File: src/common/irq_bank_consts.vh
// Constants for the interrupt control and flag register bank.
// Assumes a 32-bit Avalon-MM register bus with byte addresses.
//
// Function
// Every flag sets on its event regardless of its enable or global enable.
// Without priority, main bit 7 set permits unmasked interrupts, clear blocks all.
// With priority, main bit 7 enables high priority; clear blocks everything.
// Without priority, main bit 6 gates all peripheral interrupts.
// With priority, main bit 6 enables low-priority peripheral interrupts.
// Timer 0 overflow flag is main bit 2, sticky; its enable is bit 5.
// External pin 0 flag is main bit 1 on selected edge; enable bit 4.
// Port change flag is main bit 0 on upper port pin change; enable bit 3.
// Mismatch keeps setting port flag; reading port ends it one cycle later.
// Edge register bits 6,5,4 pick pin 0,1,2 edge; 1 rising.
// Edge register bit 7 set disables all pull-ups, else latch decides.
// Edge register bit 2 timer 0 priority, bit 0 port change priority.
// Pin register bit 7 pin 2 priority, bit 6 pin 1 priority.
// Pin register bit 4 enables pin 2, bit 3 enables pin 1.
// Pin register bit 1 flags pin 2, bit 0 flags pin 1; sticky.
// Peripheral flag bit 7 sets on parallel port access; absent on small parts.
// Peripheral flag bit 6 sets on conversion done; sticky.
// Peripheral flag bit 5 read-only, shows serial receive buffer full.
// Peripheral flag bit 4 read-only, shows serial transmit buffer empty.
// Peripheral flag bit 3 sets on sync serial transfer done; sticky.
// Peripheral flag bit 2 sets on capture unit 1 event; unused in pulse-width mode.
// Peripheral flag bit 1 on timer 2 match, bit 0 on timer 1 overflow.
// Priority mode only when reset control bit 7 is set.
// Pending enabled flag vectors to 0008h high or 0018h low.
`ifndef IRQ_BANK_CONSTS_VH
`define IRQ_BANK_CONSTS_VH

// Register byte addresses
`define ADDR_MAIN         8'h00
`define ADDR_EDGE_PRIO    8'h04
`define ADDR_EXT_PINS     8'h08
`define ADDR_PERIPH_FLAGS 8'h0C
`define ADDR_RESET_CTRL   8'h10
`define ADDR_PORT_SNAP    8'h14

// Reset values
`define RST_MAIN         8'h00
`define RST_EDGE_PRIO    8'hF5
`define RST_EXT_PINS     8'hC0
`define RST_PERIPH_FLAGS 8'h00
`define RST_PORT_LATCH   4'h0

// Writable bit masks
`define WMASK_EDGE_PRIO    8'hF5
`define WMASK_EXT_PINS     8'hDB
`define WMASK_PERIPH_FLAGS 8'hCF

// Main register fields
`define B_GLOBAL_EN   7
`define B_PERIPH_EN   6
`define B_T0_EN       5
`define B_P0_EN       4
`define B_PORT_EN     3
`define B_T0_FLAG     2
`define B_P0_FLAG     1
`define B_PORT_FLAG   0
// Edge and priority register fields
`define B_PULLUP_DIS  7
`define B_EDGE0       6
`define B_T0_PRIO     2
`define B_PORT_PRIO   0
// External pin register fields
`define B_P2_PRIO     7
`define B_P1_PRIO     6
`define B_P2_EN       4
`define B_P1_EN       3
`define B_P2_FLAG     1
`define B_P1_FLAG     0
// Peripheral flag fields
`define B_PAR_FLAG    7
`define B_CONV_FLAG   6
`define B_RXF_FLAG    5
`define B_TXE_FLAG    4
`define B_SSP_FLAG    3
`define B_CAP_FLAG    2
`define B_T2_FLAG     1
`define B_T1_FLAG     0
// Reset control field
`define B_PRIO_MODE   7

// Vector addresses
`define VEC_HIGH 16'h0008
`define VEC_LOW  16'h0018
`define VEC_NONE 16'h0000

`endif

File: src/verilog/irq_flag_bank.v
// Interrupt enable, priority and flag register bank with vector request.
// Assumes all inputs are synchronous to REF_CLK and events are one-cycle pulses.
`timescale 1ns/1ps
`include "irq_bank_consts.vh"

module irq_flag_bank #(
  parameter PARALLEL_PORT_PRESENT = 1,
  parameter NUM_EXT_PINS = 3
) (
  // Clock and reset
  input wire REF_CLK,
  input wire RESET_N,
  // Avalon-MM slave
  input wire [7:0] AVS_ADDRESS,
  input wire AVS_READ,
  input wire AVS_WRITE,
  input wire [31:0] AVS_WRITEDATA,
  input wire [3:0] AVS_BYTEENABLE,
  output reg [31:0] AVS_READDATA,
  output wire AVS_WAITREQUEST,
  // Interrupt sources
  input wire TIMER0_OVERFLOW,
  input wire [NUM_EXT_PINS-1:0] EXT_PIN,
  input wire [3:0] UPPER_PORT_B_PINS,
  input wire PARALLEL_ACCESS_DONE,
  input wire CONVERSION_DONE,
  input wire SERIAL_RX_FULL,
  input wire SERIAL_TX_EMPTY,
  input wire SYNC_SERIAL_DONE,
  input wire CAPTURE1_EVENT,
  input wire CAPTURE1_PWM_MODE,
  input wire TIMER2_MATCH,
  input wire TIMER1_OVERFLOW,
  // Peripheral enable and priority bits held elsewhere
  input wire [7:0] PERIPH_ENABLE,
  input wire [7:0] PERIPH_PRIORITY,
  // Port B pull-up control
  input wire [7:0] PORT_B_LATCH,
  output wire [7:0] PULLUP_ON,
  // Core vectoring interface
  input wire CORE_TAKE_HIGH,
  input wire CORE_TAKE_LOW,
  input wire CORE_RETURN_HIGH,
  input wire CORE_RETURN_LOW,
  output reg IRQ_HIGH,
  output reg IRQ_LOW,
  output reg [15:0] VECTOR_ADDR
);

  // Register state
  reg [7:0] main_reg;
  reg [7:0] edge_prio_reg;
  reg [7:0] ext_pins_reg;
  reg [7:0] periph_flags_reg;
  reg priority_mode_enable_reg;
  reg [3:0] port_latch_reg;
  reg [NUM_EXT_PINS-1:0] pin_prev_reg;
  reg ack_reg;

  reg [7:0] main_next;
  reg [7:0] ext_pins_next;
  reg [7:0] periph_flags_next;
  reg [31:0] readdata_next;

  wire req;
  wire wr_en;
  wire rd_en;
  wire [7:0] wdata;
  wire [NUM_EXT_PINS-1:0] pin_edge;
  wire [NUM_EXT_PINS-1:0] edge_sel;
  wire port_mismatch;
  wire [7:0] periph_events;
  wire [7:0] periph_pend;

  // Bus handshake: one wait cycle, answer on the second
  assign req = AVS_READ | AVS_WRITE;
  assign AVS_WAITREQUEST = req & ~ack_reg;
  assign wr_en = AVS_WRITE & ack_reg & AVS_BYTEENABLE[0];
  assign rd_en = AVS_READ & ack_reg;
  assign wdata = AVS_WRITEDATA[7:0];

  // Acknowledge pulse
  always @(posedge REF_CLK or negedge RESET_N) begin
    if (!RESET_N) begin
      ack_reg <= 1'b0;
    end else begin
      ack_reg <= req & ~ack_reg;
    end
  end

  // edge select per pin
  assign edge_sel = {edge_prio_reg[`B_EDGE0-2], edge_prio_reg[`B_EDGE0-1],
                     edge_prio_reg[`B_EDGE0]};

  // Edge detection on external pins
  genvar g;
  generate
    for (g = 0; g < NUM_EXT_PINS; g = g + 1) begin : pin_det
      // rising when select is one
      assign pin_edge[g] = edge_sel[g] ? (EXT_PIN[g] & ~pin_prev_reg[g])
                                       : (~EXT_PIN[g] & pin_prev_reg[g]);
      always @(posedge REF_CLK or negedge RESET_N) begin
        if (!RESET_N) begin
          pin_prev_reg[g] <= 1'b0;
        end else begin
          pin_prev_reg[g] <= EXT_PIN[g];
        end
      end
    end
  endgenerate

  // mismatch against last port snapshot
  assign port_mismatch = (UPPER_PORT_B_PINS != port_latch_reg);

  // port read captures pins, ending mismatch
  always @(posedge REF_CLK or negedge RESET_N) begin
    if (!RESET_N) begin
      port_latch_reg <= `RST_PORT_LATCH;
    end else if (rd_en && AVS_ADDRESS == `ADDR_PORT_SNAP) begin
      port_latch_reg <= UPPER_PORT_B_PINS;
    end
  end

  // Peripheral event vector, bit order as in flag register
  // parallel port flag only on larger parts
  // capture flag ignored in pulse-width mode
  assign periph_events = {PARALLEL_ACCESS_DONE & (PARALLEL_PORT_PRESENT != 0),
                          CONVERSION_DONE, 1'b0, 1'b0, SYNC_SERIAL_DONE,
                          CAPTURE1_EVENT & ~CAPTURE1_PWM_MODE,
                          TIMER2_MATCH, TIMER1_OVERFLOW};

  // Next value of flag-bearing registers; events win over a clear
  always @* begin
    main_next = main_reg;
    ext_pins_next = ext_pins_reg;
    periph_flags_next = periph_flags_reg;
    if (wr_en && AVS_ADDRESS == `ADDR_MAIN) begin
      main_next = wdata;
    end
    if (wr_en && AVS_ADDRESS == `ADDR_EXT_PINS) begin
      ext_pins_next = wdata & `WMASK_EXT_PINS;
    end
    if (wr_en && AVS_ADDRESS == `ADDR_PERIPH_FLAGS) begin
      periph_flags_next = wdata & `WMASK_PERIPH_FLAGS;
    end
    // Core clears the global enable it responded on
    if (CORE_TAKE_HIGH) begin
      main_next[`B_GLOBAL_EN] = 1'b0;
    end
    if (CORE_TAKE_LOW) begin
      main_next[`B_PERIPH_EN] = 1'b0;
    end
    if (CORE_RETURN_HIGH) begin
      main_next[`B_GLOBAL_EN] = 1'b1;
    end
    if (CORE_RETURN_LOW) begin
      main_next[`B_PERIPH_EN] = 1'b1;
    end
    // flags set regardless of enables
    // timer 0 overflow flag
    main_next[`B_T0_FLAG] = main_next[`B_T0_FLAG] | TIMER0_OVERFLOW;
    // pin 0 edge flag
    main_next[`B_P0_FLAG] = main_next[`B_P0_FLAG] | pin_edge[0];
    // port change flag, R9 held while mismatched
    main_next[`B_PORT_FLAG] = main_next[`B_PORT_FLAG] | port_mismatch;
    // pin 1 and pin 2 flags
    ext_pins_next[`B_P1_FLAG] = ext_pins_next[`B_P1_FLAG] | pin_edge[1];
    ext_pins_next[`B_P2_FLAG] = ext_pins_next[`B_P2_FLAG] | pin_edge[2];
    // sticky peripheral flags
    periph_flags_next = periph_flags_next | periph_events;
    // parallel port flag reads zero when the port is absent
    if (PARALLEL_PORT_PRESENT == 0) begin
      periph_flags_next[`B_PAR_FLAG] = 1'b0;
    end
    // receive full follows the buffer state
    periph_flags_next[`B_RXF_FLAG] = SERIAL_RX_FULL;
    // transmit empty follows the buffer state
    periph_flags_next[`B_TXE_FLAG] = SERIAL_TX_EMPTY;
  end

  // Register update
  always @(posedge REF_CLK or negedge RESET_N) begin
    if (!RESET_N) begin
      main_reg <= `RST_MAIN;
      edge_prio_reg <= `RST_EDGE_PRIO;
      ext_pins_reg <= `RST_EXT_PINS;
      periph_flags_reg <= `RST_PERIPH_FLAGS;
      priority_mode_enable_reg <= 1'b0;
    end else begin
      main_reg <= main_next;
      ext_pins_reg <= ext_pins_next;
      periph_flags_reg <= periph_flags_next;
      // priority and edge bits are software settings
      if (wr_en && AVS_ADDRESS == `ADDR_EDGE_PRIO) begin
        edge_prio_reg <= wdata & `WMASK_EDGE_PRIO;
      end
      // priority mode bit
      if (wr_en && AVS_ADDRESS == `ADDR_RESET_CTRL) begin
        priority_mode_enable_reg <= wdata[`B_PRIO_MODE];
      end
    end
  end

  // pull-ups off globally or per latch
  assign PULLUP_ON = edge_prio_reg[`B_PULLUP_DIS] ? 8'h00 : PORT_B_LATCH;

  // Read mux, unmapped reads as zero
  always @* begin
    readdata_next = 32'h0000_0000;
    case (AVS_ADDRESS)
      `ADDR_MAIN: readdata_next[7:0] = main_reg;
      `ADDR_EDGE_PRIO: readdata_next[7:0] = edge_prio_reg;
      `ADDR_EXT_PINS: readdata_next[7:0] = ext_pins_reg;
      `ADDR_PERIPH_FLAGS: readdata_next[7:0] = periph_flags_reg;
      `ADDR_RESET_CTRL: readdata_next[`B_PRIO_MODE] = priority_mode_enable_reg;
      `ADDR_PORT_SNAP: readdata_next[3:0] = UPPER_PORT_B_PINS;
      default: readdata_next = 32'h0000_0000;
    endcase
  end

  // Read data captured in the wait cycle
  always @(posedge REF_CLK or negedge RESET_N) begin
    if (!RESET_N) begin
      AVS_READDATA <= 32'h0000_0000;
    end else if (AVS_READ && !ack_reg) begin
      AVS_READDATA <= readdata_next;
    end
  end

  // Pending sources and their priorities
  wire t0_pend = main_reg[`B_T0_FLAG] & main_reg[`B_T0_EN];
  wire p0_pend = main_reg[`B_P0_FLAG] & main_reg[`B_P0_EN];
  wire port_pend = main_reg[`B_PORT_FLAG] & main_reg[`B_PORT_EN];
  // pin 1 and pin 2 enables
  wire p1_pend = ext_pins_reg[`B_P1_FLAG] & ext_pins_reg[`B_P1_EN];
  wire p2_pend = ext_pins_reg[`B_P2_FLAG] & ext_pins_reg[`B_P2_EN];
  assign periph_pend = periph_flags_reg & PERIPH_ENABLE;
  wire core_any = t0_pend | p0_pend | port_pend | p1_pend | p2_pend;
  wire periph_any = |periph_pend;
  // high-priority core sources; pin 0 is always high
  wire core_high = p0_pend | (t0_pend & edge_prio_reg[`B_T0_PRIO]) |
                   (port_pend & edge_prio_reg[`B_PORT_PRIO]) |
                   (p1_pend & ext_pins_reg[`B_P1_PRIO]) |
                   (p2_pend & ext_pins_reg[`B_P2_PRIO]);
  wire core_low = core_any & ~core_high |
                  (t0_pend & ~edge_prio_reg[`B_T0_PRIO]) |
                  (port_pend & ~edge_prio_reg[`B_PORT_PRIO]) |
                  (p1_pend & ~ext_pins_reg[`B_P1_PRIO]) |
                  (p2_pend & ~ext_pins_reg[`B_P2_PRIO]);
  wire periph_high = |(periph_pend & PERIPH_PRIORITY);
  wire periph_low = |(periph_pend & ~PERIPH_PRIORITY);
  wire gen = main_reg[`B_GLOBAL_EN];
  wire pen = main_reg[`B_PERIPH_EN];
  reg high_req;
  reg low_req;

  // Request decode for both modes
  always @* begin
    high_req = 1'b0;
    low_req = 1'b0;
    if (!priority_mode_enable_reg) begin
      // compatibility: one level, peripherals gated
      high_req = gen & (core_any | (pen & periph_any));
    end else begin
      // priority levels
      high_req = gen & (core_high | periph_high);
      low_req = gen & pen & (core_low | periph_low);
    end
  end

  // registered request and vector to the core
  always @(posedge REF_CLK or negedge RESET_N) begin
    if (!RESET_N) begin
      IRQ_HIGH <= 1'b0;
      IRQ_LOW <= 1'b0;
      VECTOR_ADDR <= `VEC_NONE;
    end else begin
      IRQ_HIGH <= high_req;
      IRQ_LOW <= low_req & ~high_req;
      if (high_req) begin
        VECTOR_ADDR <= `VEC_HIGH;
      end else if (low_req) begin
        VECTOR_ADDR <= `VEC_LOW;
      end else begin
        VECTOR_ADDR <= `VEC_NONE;
      end
    end
  end

endmodule

File: config.mk
export PLATFORM = sky130hd
export DESIGN_NAME = irq_flag_bank
export DESIGN_NICKNAME = d
export VERILOG_FILES = /design/src/verilog/irq_flag_bank.v
export VERILOG_INCLUDE_DIRS = /design/src /design/src/common
export SDC_FILE = /design/constraint.sdc
export NUM_CORES = 1
export LEC_CHECK = 0
export ABC_AREA = 1
export BUFFER_PORTS_ARGS = -buffer_cell sky130_fd_sc_hd__buf_4
export CORE_ASPECT_RATIO = 0.9
export CORE_UTILIZATION = 42
export CTS_CLUSTER_DIAMETER = 80
export DETAILED_ROUTE_END_ITERATION = 16
export PLACE_DENSITY = 0.77
export SYNTH_ARGS = -nofsm -noshare
export SYNTH_HDL_FRONTEND = slang
export SYNTH_SLANG_ARGS = --single-unit
File: constraint.sdc
create_clock -name REF_CLK -period 1.2 [get_ports REF_CLK]
set_input_delay 0.12 -clock REF_CLK [delete_from_list [all_inputs] [get_ports REF_CLK]]
set_output_delay 0.12 -clock REF_CLK [all_outputs]
set_load 0.05 [all_outputs]
==> results of run 1 <==
## path summary, 6_finish.rpt
kind | slack (ns) | cells after the start | to
max reg2reg | -0.02 | 8 | VECTOR_ADDR[3]$_DFF_PN0_
min | 0.02 | 3 | periph_flags_reg[7]$_DFF_PN0_
max | -0.11 | 3 | PULLUP_ON[7]
max in group asynchronous | 0.42 | 2 | periph_flags_reg[4]$_DFF_PN0_
min reg2reg | 0.49 | 2 | AVS_READDATA[4]$_DFFE_PN0P_
min in group asynchronous | 0.35 | 2 | periph_flags_reg[1]$_DFF_PN0_
## power by group
| part | switching (W) | internal (W) |
|---|---|---|
| sequential | 0.0000393 | 0.00167 |
| combinational | 0.000718 | 0.000355 |
| clock | 0.000593 | 0.000839 |
## routing by layer
metal	part of all wire, %	vias up	GRT usage [%]	routed length (um)
met5	0	-	0	0
met4	1.6	0	5.40	140
met3	6.4	15	4.19	546
met2	49	135	34.9	4140
met1	43	1423	30.0	3660
li1	-	1514	-	-
## stage by stage
stage / util [%] / instance area [um^2] / setup slack, ns
detailed placement: 54.1 / 3850 / -0.0250
CTS: 58.7 / 4180 / -0.0955
global placement: 54.1 / 3850 / -0.00280
global route: 61.1 / 4350 / -0.142
floorplan: - / 3240 / -0.121
finish: 61.1 / 4350 / -0.108
## cells by family (layout without fill, tap and decap cells)
logic type	count (synthesis)	count (layout)
AND/OR/NAND/NOR	234	235
buffers and inverters	105	198
flip-flops	48	48
AO/OA/AOI/OAI	33	33
XOR/XNOR	4	4
other	1	38
## repair_timing
action,in CTS,in global routing
setup endpoints to repair,11,34
hold buffers,10,0
pin swaps,1,15
gates resized for setup,17,29
setup buffers,4,11
endpoints found under the hold margin,49,0
gates cloned,0,2
## area by class of cell
cell class	count	area [um^2]	share of cell area (%)
clock buffers	5	68.8	1.58
clock inverters	3	68.8	1.58
inverters	58	225	5.18
multi-input cells	310	1550	35.7
flip-flops and latches	48	1210	27.9
well taps	93	116	2.68
repair buffers	132	1100	25.4
## critical path, stage by stage (launching register included)
cell	delay [ns]
dfstp_2	0.56
buf_6	0.13
nor2_2	0.04
buf_6	0.14
## layout by cell type, fill, tap and decap left out, types with 5 or more instances in the layout
cell / synthesis / final
clkbuf_8: 0 / 5
dlygate4sd3_1: 0 / 10
nand3_1: 49 / 45
nand4_1: 7 / 7
o21ai_1: 11 / 13
nor2_1: 32 / 24
nor2_2: 3 / 9
o21ai_0: 9 / 7
nor2_4: 5 / 7
buf_6: 2 / 14
inv_2: 7 / 9
dfstp_2: 8 / 8
a21oi_1: 8 / 7
dfrtp_1: 40 / 40
conb_1: 1 / 38
buf_4: 42 / 104
nand2_2: 5 / 10
inv_1: 51 / 47
nand3_2: 2 / 6
nand2_1: 122 / 117
==> flow_summary.yaml, run 1 <==
die:
  die_w_um: 92.6
  die_area_um2: 7730
  start_util_pct: 43.6
  die_h_um: 83.5
  core_area_um2: 7110
  rows: 29
  io_pins: 152
clock_network:
  cts_tree: "yes"
  htree_levels: 2
  clockBufferDepth: 2
  cts-root-buf: "clkbuf_8"
  clk_pin_slew_ns: 0.10
  numCtsBuffers: 5
  clock_latency_ns: 0.31
  clock_sinks: 48
placement:
  dp.cells: 615
  hpwl_um: 6330
  portBuffers: 86
  gp_congestion: 0.868
sta:
  timing.final.crit_share_pct: 109
  hold_slack_ns: 0.0171
  rsz0062_at_grt: "yes"
  clock_skew_ns: 0.0111
  hold_violations: 0
  period_minus_slack_ns: 1.31
  setup_viol: 10
  setup_tns_ns: -0.854
  fmax_ghz: 0.765
  slew_headroom_pct: 58.8
  drv_slew: 0
  worst_slack_ns: -0.108
  worst_pin_slew_ns: 0.618
logic_synthesis:
  ys_seq_area_share_pct: 39.0
  muxShareOfSynthArea_pct: 0
  synthArstFlopShare_pct: 100
  synth_top_cell_by_area: "dfrtp_1"
  synthSimpleGateAreaFrac_pct: 35.5
  synth-compound-area-share_pct: 5.85
  netlist.area_leader.share_pct: 32.3
  yosys_warnings: 0
  synth.most_common_cell: "nand2_1"
  synth_top_family_by_area: "simple AND/OR/NAND/NOR gates"
  synth_common_cells: "122 x nand2_1, 51 x inv_1, 49 x nand3_1"
  ys_ff_latch: 48
  synth-edff-count: 0
  synth_cells: 425
  ys.flop_type: "dfrtp_1"
  yosys.area_share.adder_pct: 0
  synth.avg_cell_area_um2: 7.30
  synth-xor-area-share_pct: 1.13
  ys_types: 30
  syn_area_um2: 3100
  synth.area.top_cells: "dfrtp_1 32%, nand2_1 15%, buf_4 10%, nand3_1 7.9%, dfstp_2 6.8%"
global_route:
  grt_overflow: 0
  grt_max_degree: 49
  grt.total_usage_pct: 21.7
  grt_pass1_vias: 2827
  grt_first_pass_wirelength_um: 13200
  antenna_found_initial: 0
critical_path:
  cp-start-kind: "register"
  rr_startpoint: "periph_flags_reg[0]$_DFF_PN0_"
  crit_arrival_ns: 1.19
  cp_max_fo: 5
  end_kind: "output port"
  crit_type: "reg -> out"
  cp.required_ns: 1.08
  crit_path_start: "edge_prio_reg[7]$_DFFE_PN1P_"
worst_hold_path:
  hold_class: "in -> reg"
  min-delay-start: "PARALLEL_ACCESS_DONE"
drt:
  vias: 3087
  drcViolationCount: 0
  drt_iter0_markers: 269
  viasPerCell: 4.76
  totalWireLength_um: 8490
  antenna_left: 0
  firstDrtPassIters: 5
  detail_route.wl_per_cell_um: 13.1
cells_and_area:
  nets: 648
  layout-drive-gt1-share_pct: 34.4
  fin_cells: 649
  syn_to_final_growth_pct: 40.1
  nFillCells: 650
  diodes: 0
power:
  p_leak_nw: 2.34
  power_w: 0.00422
  power_density_nw_per_um2: 970
  ir_drop_uv: 539
run_status:
  failed_checks: "negative setup slack"
  status: "finished, violations left"
job:
  cap_violations: 0
Note: power is estimated with default switching activity, not from simulation.
==> run 2, diff against run 1 <==
--- a/config.mk
+++ b/config.mk
@@ -8,11 +8,13 @@
 export LEC_CHECK = 0
 export ABC_AREA = 1
 export BUFFER_PORTS_ARGS = -buffer_cell sky130_fd_sc_hd__buf_4
+export CELL_PAD_IN_SITES_DETAIL_PLACEMENT = 1
+export CELL_PAD_IN_SITES_GLOBAL_PLACEMENT = 2
 export CORE_ASPECT_RATIO = 0.9
-export CORE_UTILIZATION = 42
+export CORE_UTILIZATION = 22
 export CTS_CLUSTER_DIAMETER = 80
 export DETAILED_ROUTE_END_ITERATION = 16
-export PLACE_DENSITY = 0.77
+export PLACE_DENSITY_LB_ADDON = 0.1
 export SYNTH_ARGS = -nofsm -noshare
 export SYNTH_HDL_FRONTEND = slang
 export SYNTH_SLANG_ARGS = --single-unit
==> run 2 against run 1 <==
The run still ends with negative setup slack left. Critical endpoint is now PULLUP_ON[6]. Critical path depth unchanged. Sequential share of layout area down 1.5 points. Largest cell class unchanged. Utilization down 27 points.
==> flow_summary.yaml, run 2 (synthesis gave the netlist of run 1 again) <==
power:
  pwr-share-clk_pct: 32.8
  p_int_w: 0.00280
  p_leak_nw: 2.38
  power_w: 0.00421
  power_density_nw_per_um2: 915
  switching_share_pct: 33.4
  pwr-share-comb_pct: 26.5
  power.switching_w: 0.00140
  p_seq_share_pct: 40.7
  ir_drop_uv: 543
drt:
  drcViolationCount: 0
  firstDrtPassIters: 4
  totalWireLength_um: 10500
  detail_route.wl_per_cell_um: 14.0
  antenna_left: 0
  drt_iter0_markers: 58
  viasPerCell: 4.02
  vias: 3012
clock_network:
  clock_latency_ns: 0.29
  numCtsBuffers: 5
  clock_sinks: 48
  cts-root-buf: "clkbuf_16"
  clockBufferDepth: 2
  htree_levels: 2
  cts_tree: "yes"
  clk_pin_slew_ns: 0.07
die:
  die_w_um: 127
  io_pins: 152
  die_h_um: 115
  core_area_um2: 13600
  start_util_pct: 22.9
  rows: 40
  die_area_um2: 14600
cells_and_area:
  layout-drive-gt1-share_pct: 40.8
  diodes: 0
  final_area_um2: 4600
  layout_commonest_cell: "buf_4"
  most-common-layout-cells: "115 x buf_4, 99 x nand2_1, 44 x inv_1, 44 x nand3_1"
  syn_to_final_growth_pct: 48.2
  postLayoutCoreUtil_pct: 33.9
  nets: 654
global_route:
  grt_use_met2_pct: 23.0
  grt_use_met1_pct: 21.6
  grt.total_usage_pct: 14.7
  grt_util_met3_pct: 2.48
  grt_max_degree: 25
  grt_overflow: 0
  grt_pass1_vias: 3059
  antenna_found_initial: 0
  grt_first_pass_wirelength_um: 16400
  top_usage_layer: "met2"
worst_hold_path:
  hold_class: "in -> reg"
sta:
  fmax_ghz: 0.786
  drv_slew: 0
  worst_slack_ns: -0.0715
  setup_viol: 9
  timing.final.crit_share_pct: 106
  rsz0062_at_grt: "yes"
  period_minus_slack_ns: 1.27
  clock_skew_ns: 0.00881
  setup_tns_ns: -0.545
  hold_violations: 0
run_status:
  status: "finished, violations left"
  failed_checks: "negative setup slack"
placement:
  portBuffers: 86
  hpwl_um: 8410
  place_area_um2: 4040
  gp_congestion: 0.742
critical_path:
  cp.required_ns: 1.08
  crit_type: "reg -> out"
  critPathMaxStageDelay_ns: 0.55
  cp_slowest_cell: "dfstp_2"
  crit_arrival_ns: 1.15
  end_kind: "output port"
  cp_max_fo: 5
  cp-start-kind: "register"
  crit_path_frequent_cell: "buf_6"
  crit_chain: "buf_6, nor2_1, buf_6"
job:
  cap_violations: 0
==> run 2: changes by cell type in the layout (fill, tap and decap cells not counted), moves of 5 or more <==
cell	delta
nand2_1	-18
nand2_2	+18
buf_4	+11
clkbuf_16	+5
clkbuf_8	-5
nor2_1	-5
==> run 2: worst paths after layout <==
| path | startpoint | to | slack, ns | cells after the start |
|---|---|---|---|---|
| max in group asynchronous | RESET_N | edge_prio_reg[4]$_DFFE_PN1P_ | 0.44 | 3 |
| min reg2reg | AVS_READDATA[2]$_DFFE_PN0P_ | AVS_READDATA[2]$_DFFE_PN0P_ | 0.49 | 2 |
| min | TIMER2_MATCH | periph_flags_reg[1]$_DFF_PN0_ | 0.008 | 3 |
| min in group asynchronous | RESET_N | AVS_READDATA[3]$_DFFE_PN0P_ | 0.26 | 2 |
| max | edge_prio_reg[7]$_DFFE_PN1P_ | PULLUP_ON[6] | -0.07 | 3 |
| max reg2reg | edge_prio_reg[7]$_DFFE_PN1P_ | AVS_READDATA[7]$_DFFE_PN0P_ | 0 | 7 |
==> run 2: metal layers <==
metal / vias up / wire length, um / part of all wire [%]
met2: 60 / 4770 / 45
met4: 0 / 37 / 0.35
met3: 2 / 352 / 3.4
met5: - / 0 / 0
met1: 1423 / 5340 / 51
li1: 1527 / - / -
==> run 2: worst max-delay path, delay by kind of cell, from the launching register on <==
kind                   cells  cell delay (ns)
flip-flops                 1             0.55
buffers and inverters      2             0.26
AND/OR/NAND/NOR            1             0.05
==> run 2: through the flow <==
| stage | cells | hold slack (ns) | setup slack (ns) |
|---|---|---|---|
| 2_1_floorplan | 462 | -0.176 | -0.121 |
| 6_report | 750 | 0.00818 | -0.0715 |
| 4_1_cts | 741 | 0.00457 | -0.0796 |
| 3_3_place_gp | 721 | 0.0246 | -0.0507 |
| 3_5_place_dp | 721 | 0.0263 | -0.0503 |
| 5_1_grt | 750 | 0.00947 | -0.109 |
==> run 2: power by group through the flow <==
stage | Sequential, W | Clock [W] | Combinational, W
2_1_floorplan | 0.00180 | 0 | 0.000653
3_3_place_gp | 0.00174 | 0 | 0.000997
3_5_place_dp | 0.00174 | 0 | 0.00100
4_1_cts | 0.00171 | 0.00144 | 0.00106
5_1_grt | 0.00172 | 0.00148 | 0.00120
6_report | 0.00171 | 0.00138 | 0.00112
==> run 2: what timing repair did <==
item                       4_1_cts  5_1_grt
hold buffers                     6        0
pin swaps                        2       28
buffers inserted                 7        8
resized for setup               23       54
cloned                           0        1
hold endpoints to repair        26        0
setup endpoints to repair       16       35
==> run 2: final cells by class <==
cell class,count,area [um^2]
clock buffer,5,125
clock inverter,2,12.5
fill,1646,8970
inverter,58,229
multi-input combinational,310,1630
sequential,48,1210
tap,189,236
timing repair buffer,138,1150
